### config.mk
export PLATFORM = sky130hd
export DESIGN_NAME = control_pin_gpio_reuse
export DESIGN_NICKNAME = d
export VERILOG_FILES = /design/src/verilog/control_pin_gpio_reuse.v /design/src/verilog/level_sync.v
export VERILOG_INCLUDE_DIRS = /design/src /design/src/verilog
export SDC_FILE = /design/constraint.sdc
export NUM_CORES = 1
export LEC_CHECK = 0
export ABC_AREA = 1
export BUFFER_PORTS_ARGS = -buffer_cell sky130_fd_sc_hd__buf_2
export CORE_MARGIN = 5
export CORE_UTILIZATION = 49
export DETAILED_ROUTE_END_ITERATION = 12
export GPL_TIMING_DRIVEN = 0
export PLACE_DENSITY = 0.88
export SLEW_MARGIN = 20
export SYNTH_ARGS = -nofsm -noshare
export SYNTH_HDL_FRONTEND = slang
export SYNTH_SLANG_ARGS = --single-unit
### constraint.sdc
create_clock -name core_clk -period 0.95 [get_ports core_clk]
set_input_delay 0 -clock core_clk [delete_from_list [all_inputs] [get_ports core_clk]]
set_output_delay 0 -clock core_clk [all_outputs]
set_load 0.01 [all_outputs]
### src/verilog/gpio_reuse_defs.vh
// Constants for the control-pin reuse register block.
// Assumes inclusion by bare name from the design files.
`ifndef GPIO_REUSE_DEFS_VH
`define GPIO_REUSE_DEFS_VH

`define BUS_PIN_GPIO_CONTROL_ADDR 7'h64
`define MFP_CLOCK_SELECT_ADDR 7'h65
`define ADDR_WIDTH 7
`define REG_RESET 8'h00

`define FN_NOT_GPIO 2'b00
`define FN_GP_INPUT 2'b01
`define FN_GP_OUTPUT 2'b10

`define DATA_FN_HI 7
`define DATA_FN_LO 6
`define DATA_OUT_BIT 5
`define DATA_IN_BIT 4
`define CLK_FN_HI 3
`define CLK_FN_LO 2
`define CLK_OUT_BIT 1
`define CLK_IN_BIT 0

`define ADDR0_BIT 7
`define ADDR1_BIT 6
`define MULTIFUNCTION_PIN_THREE_GPI_EN_BIT 5
`define MULTIFUNCTION_PIN_THREE_SDI_EN_BIT 4
`define MULTIFUNCTION_PIN_THREE_IN_BIT 3
`define MULTIFUNCTION_PIN_TWO_GPO_EN_BIT 2
`define MULTIFUNCTION_PIN_TWO_OUT_BIT 1
`define CLK_SRC_BIT 0

`endif

### src/verilog/control_pin_gpio_reuse.v
// Two control registers reusing control-bus pins as general I/O.
// Assumes a plain register port on core_clk and pin levels from pads.
//
// Added by the designer: the strobed register port.
`timescale 1ns/10ps
`include "gpio_reuse_defs.vh"

// Overview of operation
// RULE1 - Data-line field: 00 unused, 01 in, 10 out
// RULE2 - Data-line output level from bit five
// RULE3 - Bit four reads data-line input level
// RULE4 - Clock-line field uses same encoding
// RULE5 - Clock-line output level from bit one
// RULE6 - Bit zero reads clock-line input level
// RULE7 - Bus pins open-drain, only pull low
// RULE8 - First register acts only in SPI mode
// RULE9 - Address-select levels captured at reset, read-only
// RULE10 - Bit five enables pin three input
// RULE11 - Bit four enables pin three serial data
// RULE12 - Bit three reads pin three level
// RULE13 - Bit two enables pin two output
// RULE14 - Bit one sets pin two level
// RULE15 - Bit zero selects core clock source
// RULE16 - Second register bits valid in two-wire mode
// RULE17 - Host never writes pattern 11 in fields
// RULE18 - Pin inputs pass two-stage synchroniser
module control_pin_gpio_reuse (
  input wire core_clk,
  input wire rst,
  input wire [`ADDR_WIDTH-1:0] reg_addr,
  input wire [7:0] reg_wdata,
  input wire reg_wr,
  input wire reg_rd,
  output reg [7:0] reg_rdata,
  input wire spi_select,
  input wire data_line_in,
  output wire data_line_out,
  output wire data_line_oe_n,
  input wire clock_line_in,
  output wire clock_line_out,
  output wire clock_line_oe_n,
  input wire multifunction_pin_zero_in,
  input wire multifunction_pin_one_in,
  input wire multifunction_pin_three_in,
  output wire gp_input_enable,
  output wire audio_serial_data_in_enable,
  output wire audio_serial_data_in,
  output wire multifunction_pin_two_out,
  output wire multifunction_pin_two_oe_n,
  input wire pll_divider_output,
  input wire plain_divider_output,
  output wire core_clock_input,
  output wire core_clock_select
);
  reg [7:0] ctrl_a_r;
  reg [5:0] ctrl_b_r;
  reg addr0_r;
  reg addr1_r;
  reg captured_r;
  reg [7:0] rdata_nxt;
  reg [7:0] reg_a_view;
  reg [7:0] reg_b_view;
  wire [6:0] pins_sync;
  wire sel_sync;
  wire spi_mode;
  wire twowire_mode;
  wire data_in_s;
  wire clk_in_s;
  wire multifunction_pin_zero_s;
  wire multifunction_pin_one_s;
  wire multifunction_pin_three_s;
  wire data_drive_low;
  wire clk_drive_low;

  function is_output;
    input [1:0] fn;
    begin
      is_output = (fn == `FN_GP_OUTPUT);
    end
  endfunction

  function is_input;
    input [1:0] fn;
    begin
      is_input = (fn == `FN_GP_INPUT);
    end
  endfunction

  // ****************************************
  // Pin input synchronisers
  // ****************************************
  level_sync #(
    .WIDTH(7)
  ) u_sync (
    .core_clk(core_clk),
    .rst(rst),
    .async_in({spi_select, multifunction_pin_three_in,
               multifunction_pin_one_in, multifunction_pin_zero_in,
               clock_line_in, data_line_in, 1'b0}),
    .sync_out(pins_sync)
  ); // RULE18

  assign data_in_s = pins_sync[1];
  assign clk_in_s = pins_sync[2];
  assign multifunction_pin_zero_s = pins_sync[3];
  assign multifunction_pin_one_s = pins_sync[4];
  assign multifunction_pin_three_s = pins_sync[5];
  assign sel_sync = pins_sync[6];
  assign spi_mode = sel_sync; // RULE8
  assign twowire_mode = ~sel_sync; // RULE16

  // ****************************************
  // Register writes
  // ****************************************
  always @(posedge core_clk) begin
    if (rst) begin
      ctrl_a_r <= `REG_RESET;
      ctrl_b_r <= 6'h00;
    end else if (reg_wr) begin
      if (reg_addr == `BUS_PIN_GPIO_CONTROL_ADDR) begin
        ctrl_a_r[`DATA_FN_HI:`DATA_FN_LO] <=
          reg_wdata[`DATA_FN_HI:`DATA_FN_LO]; // RULE1
        ctrl_a_r[`DATA_OUT_BIT] <= reg_wdata[`DATA_OUT_BIT]; // RULE2
        ctrl_a_r[`CLK_FN_HI:`CLK_FN_LO] <=
          reg_wdata[`CLK_FN_HI:`CLK_FN_LO]; // RULE4
        ctrl_a_r[`CLK_OUT_BIT] <= reg_wdata[`CLK_OUT_BIT]; // RULE5
        ctrl_a_r[`DATA_IN_BIT] <= 1'b0;
        ctrl_a_r[`CLK_IN_BIT] <= 1'b0;
      end
      if (reg_addr == `MFP_CLOCK_SELECT_ADDR) begin
        ctrl_b_r[5] <= reg_wdata[`MULTIFUNCTION_PIN_THREE_GPI_EN_BIT]; // RULE10
        ctrl_b_r[4] <= reg_wdata[`MULTIFUNCTION_PIN_THREE_SDI_EN_BIT]; // RULE11
        ctrl_b_r[2] <= reg_wdata[`MULTIFUNCTION_PIN_TWO_GPO_EN_BIT]; // RULE13
        ctrl_b_r[1] <= reg_wdata[`MULTIFUNCTION_PIN_TWO_OUT_BIT]; // RULE14
        ctrl_b_r[0] <= reg_wdata[`CLK_SRC_BIT]; // RULE15
        ctrl_b_r[3] <= 1'b0;
      end
    end
  end

  // ****************************************
  // Address-select capture at reset release
  // ****************************************
  always @(posedge core_clk) begin
    if (rst) begin
      captured_r <= 1'b0;
      addr0_r <= 1'b0;
      addr1_r <= 1'b0;
    end else if (!captured_r) begin
      captured_r <= 1'b1;
      addr0_r <= multifunction_pin_one_s; // RULE9
      addr1_r <= multifunction_pin_zero_s; // RULE9
    end
  end

  // ****************************************
  // Pin drive
  // ****************************************
  assign data_drive_low = spi_mode & is_output(ctrl_a_r[7:6]) &
                          ~ctrl_a_r[`DATA_OUT_BIT]; // RULE8
  assign clk_drive_low = spi_mode & is_output(ctrl_a_r[3:2]) &
                         ~ctrl_a_r[`CLK_OUT_BIT]; // RULE8
  assign data_line_out = 1'b0; // RULE7
  assign data_line_oe_n = ~data_drive_low; // RULE7
  assign clock_line_out = 1'b0; // RULE7
  assign clock_line_oe_n = ~clk_drive_low; // RULE7

  assign gp_input_enable = twowire_mode & ctrl_b_r[5]; // RULE10
  assign audio_serial_data_in_enable = twowire_mode & ctrl_b_r[4]; // RULE11
  assign audio_serial_data_in = multifunction_pin_three_s & audio_serial_data_in_enable;
  assign multifunction_pin_two_out = ctrl_b_r[1]; // RULE14
  assign multifunction_pin_two_oe_n = ~(twowire_mode & ctrl_b_r[2]); // RULE13

  assign core_clock_select = ctrl_b_r[0]; // RULE15
  assign core_clock_input = ctrl_b_r[0] ? plain_divider_output :
                            pll_divider_output; // RULE15

  // ****************************************
  // Read-back
  // ****************************************
  always @* begin
    reg_a_view = ctrl_a_r;
    reg_a_view[`DATA_IN_BIT] = spi_mode & is_input(ctrl_a_r[7:6]) &
                               data_in_s; // RULE3
    reg_a_view[`CLK_IN_BIT] = spi_mode & is_input(ctrl_a_r[3:2]) &
                              clk_in_s; // RULE6
    reg_b_view = {addr0_r, addr1_r, ctrl_b_r};
    reg_b_view[`MULTIFUNCTION_PIN_THREE_IN_BIT] = twowire_mode & ctrl_b_r[5] & multifunction_pin_three_s; // RULE12
    rdata_nxt = 8'h00;
    if (reg_rd) begin
      case (reg_addr)
        `BUS_PIN_GPIO_CONTROL_ADDR: rdata_nxt = reg_a_view;
        `MFP_CLOCK_SELECT_ADDR: rdata_nxt = reg_b_view;
        default: rdata_nxt = 8'h00;
      endcase
    end
  end

  always @(posedge core_clk) begin
    if (rst) begin
      reg_rdata <= 8'h00;
    end else begin
      reg_rdata <= rdata_nxt;
    end
  end
endmodule

### src/verilog/level_sync.v
// Two-flop synchroniser for a bundle of asynchronous pin levels.
// Assumes one clock; inputs come from pins outside its domain.
`timescale 1ns/10ps
module level_sync #(
  parameter WIDTH = 4
) (
  input wire core_clk,
  input wire rst,
  input wire [WIDTH-1:0] async_in,
  output wire [WIDTH-1:0] sync_out
);
  reg [WIDTH-1:0] stage1_r;
  reg [WIDTH-1:0] stage2_r;

  // ****************************************
  // Synchroniser stages
  // ****************************************
  // Stages keep tracking pins during reset so straps are settled
  // at release; rst is kept only for a uniform port list
  always @(posedge core_clk) begin
    stage1_r <= async_in;
    stage2_r <= stage1_r;
  end

  assign sync_out = stage2_r;
endmodule

==> results of run 1 <==
## how the worst max path moves through the flow
stage | start | end | depth (start not counted)
after floorplan | u_sync.sync_out[6] | reg_rdata[3] | 5
after global placement | u_sync.sync_out[6] | reg_rdata[0] | 4
after detailed placement | u_sync.sync_out[6] | reg_rdata[0] | 4
after CTS | u_sync.sync_out[6] | audio_serial_data_in | 2
after global routing | u_sync.sync_out[6] | audio_serial_data_in | 2
final | u_sync.sync_out[6] | gp_input_enable | 4
## power by group
group,total (mW),leakage [nW],switching (mW),internal [mW]
Clock,0.706,0.0308,0.441,0.266
Combinational,0.241,0.636,0.123,0.119
Sequential,1.47,0.284,0.0160,1.46
Total,2.42,0.950,0.579,1.84
## per-stage QoR
step / setup TNS [ns] / instances
2_1_floorplan: 0 / 186
3_3_place_gp: 0 / 260
3_5_place_dp: -0.00926 / 260
4_1_cts: -0.224 / 284
6_report: -0.192 / 284
5_1_grt: -0.782 / 284
## placed cells by master, fill, tap and decap left out, types with 4 or more instances in the layout
master	instances
buf_2	44
inv_1	33
nand2_1	31
dfxtp_1	26
nor2_1	20
nand3_1	16
nand4_1	13
dlygate4sd3_1	12
buf_4	11
inv_2	6
a21oi_1	6
dfxtp_2	6
clkbuf_4	5
nand2_2	4
## synth_stat cells
cell      instances
o21ai_0           2
nor2_4            1
a21oi_1           8
nor2_1           21
nor2_8            1
buf_4             6
dfxtp_1          34
nor3_1            1
nand2_2           2
nand3_1          16
buf_1             1
inv_1            39
inv_2             1
nand3b_1          1
nand4_1          13
buf_2             1
conb_1            1
nor2_2            1
nand3_2           2
nand2_1          33
## flip-flops by register name, indices dropped and copies added, names as in the netlist
name	cells
addr1_r	1
u_sync.sync_out	6
ctrl_b_r	5
addr0_r	1
reg_rdata	8
ctrl_a_r	6
u_sync.stage1_r	6
captured_r	1
## kinds of logic (layout without fill, tap and decap cells)
group | Yosys count | count (layout) | share of synthesized area (%)
flip-flops | 34 | 34 | 49.1
AND/OR/NAND/NOR | 92 | 92 | 32.3
AO/OA/AOI/OAI | 10 | 10 | 3.61
other | 1 | 2 | 0.271
buffers and inverters | 48 | 115 | 14.7
## layer usage
metal,wire length [microns],vias up
met3,204,9
li1,-,703
met2,1530,43
met4,67,0
met1,1300,586
met5,0,-
## layout make-up
class | instances | area, sq um
clock inverter | 2 | 10.0
tap | 31 | 38.8
multi-input combinational | 104 | 524
clock buffer | 5 | 37.5
timing repair buffer | 60 | 373
sequential | 34 | 696
buffer | 8 | 53.8
fill | 210 | 848
inverter | 40 | 153
## tightest hold or removal path, stage by stage
cell     delay [ns]
buf_2          0.07
inv_1          0.04
nand4_1        0.07
nand2_1        0.05
nor2_1         0.07
## what timing repair did
action / in CTS / in global routing
buffers inserted: 5 / 0
endpoints found under the setup margin: 8 / 10
endpoints found under the hold margin: 15 / 0
pin swaps: 3 / 2
gates resized for setup: 15 / 8
hold buffers: 12 / 0
==> impl_metrics.csv, run 1 <==
group,metric,value,unit
status,outcome,"complete, but fails checks",
status,violations,"negative setup slack",
logic_synthesis,avgSynthCellArea,7.49,sq um
min_path,hp-class,"input port to flop",
setup_path,critical_path.top_delay_family,"flip-flops",
route,drt_iter0_drc,34,
setup_path,crit_type,"flop to output port",
setup_path,reg2reg_from,"u_sync.sync_out[6]",
grt,overflow,0,
logic_synthesis,ys_seq_area_share,49.1,%
die,ios,46,
cts,clock_latency,0.32,ns
route,wirelength,3.11,mm
pwr,power_density,1280,nW/um^2
grt,grt_busiest_layer,"met2",
setup_path,critPathMaxFanout,6,
timing,post-route-period-util,106,%
timing,slew_violations,0,
logic_synthesis,syn-cell-area,1390,sq um
setup_path,rr_endpoint,"reg_rdata[0]",
cts,numCtsBuffers,5,
layout,synthToLayoutAreaGrowth,36.1,%
grt,antenna_found_initial,0,
setup_path,worstSetupEndpointType,"output port",
setup_path,path_cells,"inv_1 -> nand2_2 -> inv_1 -> buf_2",
placed_design,dpl_worst_slack,-0.00926,ns
grt,grt_usage,16.5,%
logic_synthesis,ys_types,20,
setup_path,cp.required,0.95,ns
cts,cts.path.max_buffers,2,
layout,final_nets,280,
placed_design,dp_hpwl,2.25,mm
route,vias,1341,
die,rows,19,
setup_path,critPathSlowestCell,"dfxtp_4",
cts,cts.sinks,34,
route,drt-wirelength-per-cell,10.9,microns
logic_synthesis,yosysTopAreaCell,"dfxtp_1",
cts,clk_pin_slew,0.09,ns
logic_synthesis,ys_seq_elements,34,
die,core_area,2730,sq um
setup_path,cp-start-kind,"flop",
timing,post-route-min-period,1.01,ns
cts,tritoncts,"yes",
grt,grt_start_max_net_pins,11,
min_path,holdPathEnd,"ctrl_b_r[1]",
setup_path,arrival,1.01,ns
logic_synthesis,synth_top_area_share,49.1,%
route,antenna_left,0,
timing,fin_skew,0.00759,ns
timing,hold_violations,0,
layout,utilization,69.0,%
min_path,hold_start,"reg_wdata[1]",
timing,setup_viol,7,
layout,antenna_cells,0,
layout,drive_gt1_share,35.6,%
route,remaining_drc_errors,0,
pwr,p_leak,0.950,nW
placed_design,place.gp.congestion,0.859,
pwr,fin_total_pwr,2.42,mW
pwr,ir_worst_vdd,1330,uV
layout,final_area,1890,sq um
grt,use_met2,26.5,%
logic_synthesis,synth_area_leaders,"dfxtp_1, inv_1, nand2_1, nand4_1, nand3_1",
timing,holdWs,0.0113,ns
placed_design,placed_cell_area,1640,sq um
route,dr.pass1.iters,4,
grt,grt_pass1_vias,1225,
route,via_per_inst,4.72,
grt,grt_pass1_wl,5.26,mm
setup_path,crit_top_cell,"inv_1",
placed_design,portBuffers,43,
cts,cts-root-buf,"clkbuf_4",
setup_path,worstRegToRegCells,5,
cts,cts_htree_levels,2,
setup_path,cpPeakStageDelay,0.40,ns
grt,grt_util_met3,4.62,%
setup_path,r2r_slack,-0.01,ns
grt,grtUsageMet1,20.1,%
job,maxCapViolations,0,
die,die_h,63.2,microns
die,initial_core_util,50.7,%
timing,timing.fmax,0.993,GHz
logic_synthesis,synthCells,185,
min_path,min_path_cells,5,
setup_path,critPathBufInv,3,
timing,rsz0062_at_grt,"true",
timing,worst_slack,-0.0575,ns
die,die_w,63.2,microns
die,dieArea,3990,sq um
logic_synthesis,synth.yosys.warnings,0,
Power figures use the tool's default switching activity.
==> run 2, diff against run 1 <==
--- a/config.mk
+++ b/config.mk
@@ -6,13 +6,13 @@
 export SDC_FILE = /design/constraint.sdc
 export NUM_CORES = 1
 export LEC_CHECK = 0
-export ABC_AREA = 1
 export BUFFER_PORTS_ARGS = -buffer_cell sky130_fd_sc_hd__buf_2
 export CORE_MARGIN = 5
-export CORE_UTILIZATION = 49
+export CORE_UTILIZATION = 47
 export DETAILED_ROUTE_END_ITERATION = 12
 export GPL_TIMING_DRIVEN = 0
-export PLACE_DENSITY = 0.88
+export MAX_ROUTING_LAYER = met4
+export PLACE_DENSITY = 0.87
 export SLEW_MARGIN = 20
 export SYNTH_ARGS = -nofsm -noshare
 export SYNTH_HDL_FRONTEND = slang
==> impl_metrics.csv, run 2 <==
group,metric,value,unit
timing,setup_viol,7,
timing,fin_skew,0.00575,ns
die,die_h,60.6,microns
timing,rsz0062_at_grt,"true",
setup_path,critPathSlowestCell,"dfxtp_2",
setup_path,cp-start-kind,"flop",
layout,nFillCells,169,
pwr,p_leak,0.791,nW
setup_path,critical_path.top_delay_family,"flip-flops",
die,die_w,60.6,microns
cts,tritoncts,"yes",
grt,grt_pass1_vias,1138,
setup_path,critPathBufInv,1,
logic_synthesis,ys_seq_area_share,56.5,%
status,outcome,"complete, but fails checks",
cts,cts.sinks,34,
layout,mostFrequentLayoutCell,"buf_2",
logic_synthesis,synthCells,115,
placed_design,dp_hpwl,2.00,mm
die,core_area,2450,sq um
die,initial_core_util,49.1,%
timing,hold_violations,0,
logic_synthesis,async_flop_share,0,%
layout,final_area,1800,sq um
timing,worst_slack,-0.139,ns
grt,grt_usage,18.7,%
logic_synthesis,syn-cell-area,1200,sq um
setup_path,cp.required,0.95,ns
timing,slew_violations,0,
setup_path,arrival,1.09,ns
grt,grt_pass1_wl,4.77,mm
route,drt_iter0_drc,16,
logic_synthesis,synth_edf_count,0,
pwr,power_density,1400,nW/um^2
logic_synthesis,avgSynthCellArea,10.5,sq um
grt,antenna_found_initial,0,
layout,largest_register,"reg_rdata",
die,rows,18,
die,ios,46,
route,dr.pass1.iters,4,
timing,post-route-min-period,1.09,ns
layout,largest_reg_flops,8,
logic_synthesis,ys_seq_elements,34,
job,maxCapViolations,0,
route,via_per_inst,5.07,
route,vias,1100,
logic_synthesis,synth_top_area_share,56.5,%
setup_path,critPathMaxFanout,2,
cts,clock_latency,0.33,ns
logic_synthesis,synth.yosys.warnings,0,
layout,antenna_cells,0,
route,antenna_left,0,
die,dieArea,3680,sq um
cts,cts-root-buf,"clkbuf_4",
route,remaining_drc_errors,0,
status,violations,"negative setup slack",
layout,final_nets,213,
logic_synthesis,synth_top_flop_cell,"dfxtp_1",
logic_synthesis,synth_area_leaders,"dfxtp_1, mux2i_1, a21oi_1, nand2_1, nand3_1",
grt,overflow,0,
layout,layout_common_cells,"buf_2, dfxtp_1, dlygate4sd3_1",
logic_synthesis,netlist_top_cells_count,"dfxtp_1, mux2i_1, nand2_1",
min_path,hp-class,"input port to flop",
setup_path,cpPeakStageDelay,0.35,ns
route,wirelength,3.15,mm
placed_design,portBuffers,42,
setup_path,r2r_slack,0.02,ns
cts,numCtsBuffers,5,
cts,cts.path.max_buffers,2,
logic_synthesis,ys_types,23,
pwr,ir_worst_vdd,1280,uV
setup_path,crit_type,"flop to output port",
grt,grt_start_max_net_pins,12,
route,drt-wirelength-per-cell,14.5,microns
setup_path,worstSetupEndpointType,"output port",
timing,timing.fmax,0.919,GHz
layout,utilization,73.1,%
layout,synthToLayoutAreaGrowth,49.0,%
timing,post-route-period-util,115,%
setup_path,path_cells,"mux2_4 -> buf_6",
logic_synthesis,synth_most_common_cell,"dfxtp_1",
cts,clk_pin_slew,0.10,ns
placed_design,placed_cell_area,1460,sq um
layout,drive_gt1_share,43.3,%
placed_design,place.gp.congestion,0.840,
cts,cts_htree_levels,2,
logic_synthesis,yosysTopAreaCell,"dfxtp_1",
[run 2: layout make-up]
type	count	area, sq um	share of cell area, %
buffer	7	51.3	2.86
clock buffer	6	51.3	2.86
inverter	1	3.75	0.209
sequential	34	693	38.6
multi-input combinational	74	513	28.6
clock inverter	2	12.5	0.697
timing repair buffer	63	433	24.1
tap	30	37.5	2.09
[run 2: what timing repair did]
item                                    in CTS  in global routing
hold buffers                                16                  0
setup buffers                                4                  1
resized for setup                            9                 14
hold endpoints to repair                    19                  0
endpoints found under the setup margin       9                 10
pin swaps                                    2                  6
[run 2: cell families after synthesis]
family	after synthesis	synth area share, %
flops	34	56.5
buf+inv	8	4.57
other cells	1	0.311
mux	13	10.9
compound gates	15	6.23
simple gates	44	21.5
[run 2: where the power goes]
group	switching, mW	internal, mW	leakage [nW]
registers	0.0196	1.46	0.283
logic	0.0843	0.128	0.474
clock network	0.471	0.356	0.0343
[run 2: final timing paths]
| check | cells past startpoint | to | from |
|---|---|---|---|
| max | 2 | core_clock_input | ctrl_b_r[0] |
| min | 3 | reg_rdata[4] | reg_rd |
| max reg2reg | 3 | reg_rdata[0] | u_sync.sync_out[6] |
| min reg2reg | 0 | u_sync.sync_out[6] | u_sync.stage1_r[6] |
[run 2: routing by layer]
| layer | vias to the layer above | part of all wire [%] | track usage (%) |
|---|---|---|---|
| li1 | 536 | - | - |
| met2 | 44 | 55 | 33.4 |
| met4 | 0 | 1.0 | 5.88 |
| met5 | - | 0 | - |
| met1 | 515 | 38 | 18.9 |
| met3 | 5 | 6.5 | 6.60 |
[run 2: tightest hold or removal path, delay by kind of cell]
| family | cells | cell delay (ns) |
|---|---|---|
| and+or+nand+nor | 1 | 0.19 |
| buffers and inverters | 1 | 0.11 |
| AOI/OAI and AO/OA | 1 | 0.04 |
[run 2: metrics by stage]
stage | setup TNS, ns | worst slack [ns] | total power, mW | instances | hold WS, ns
after floorplan | 0 | 0.0232 | 1.58 | 116 | 0.0277
after global placement | -0.627 | -0.122 | 1.65 | 188 | 0.102
after detailed placement | -1.13 | -0.193 | 1.65 | 188 | 0.104
after CTS | -0.517 | -0.150 | 2.52 | 216 | 0.0346
after global routing | -0.912 | -0.190 | 2.63 | 217 | 0.0481
final | -0.493 | -0.139 | 2.52 | 217 | 0.0448
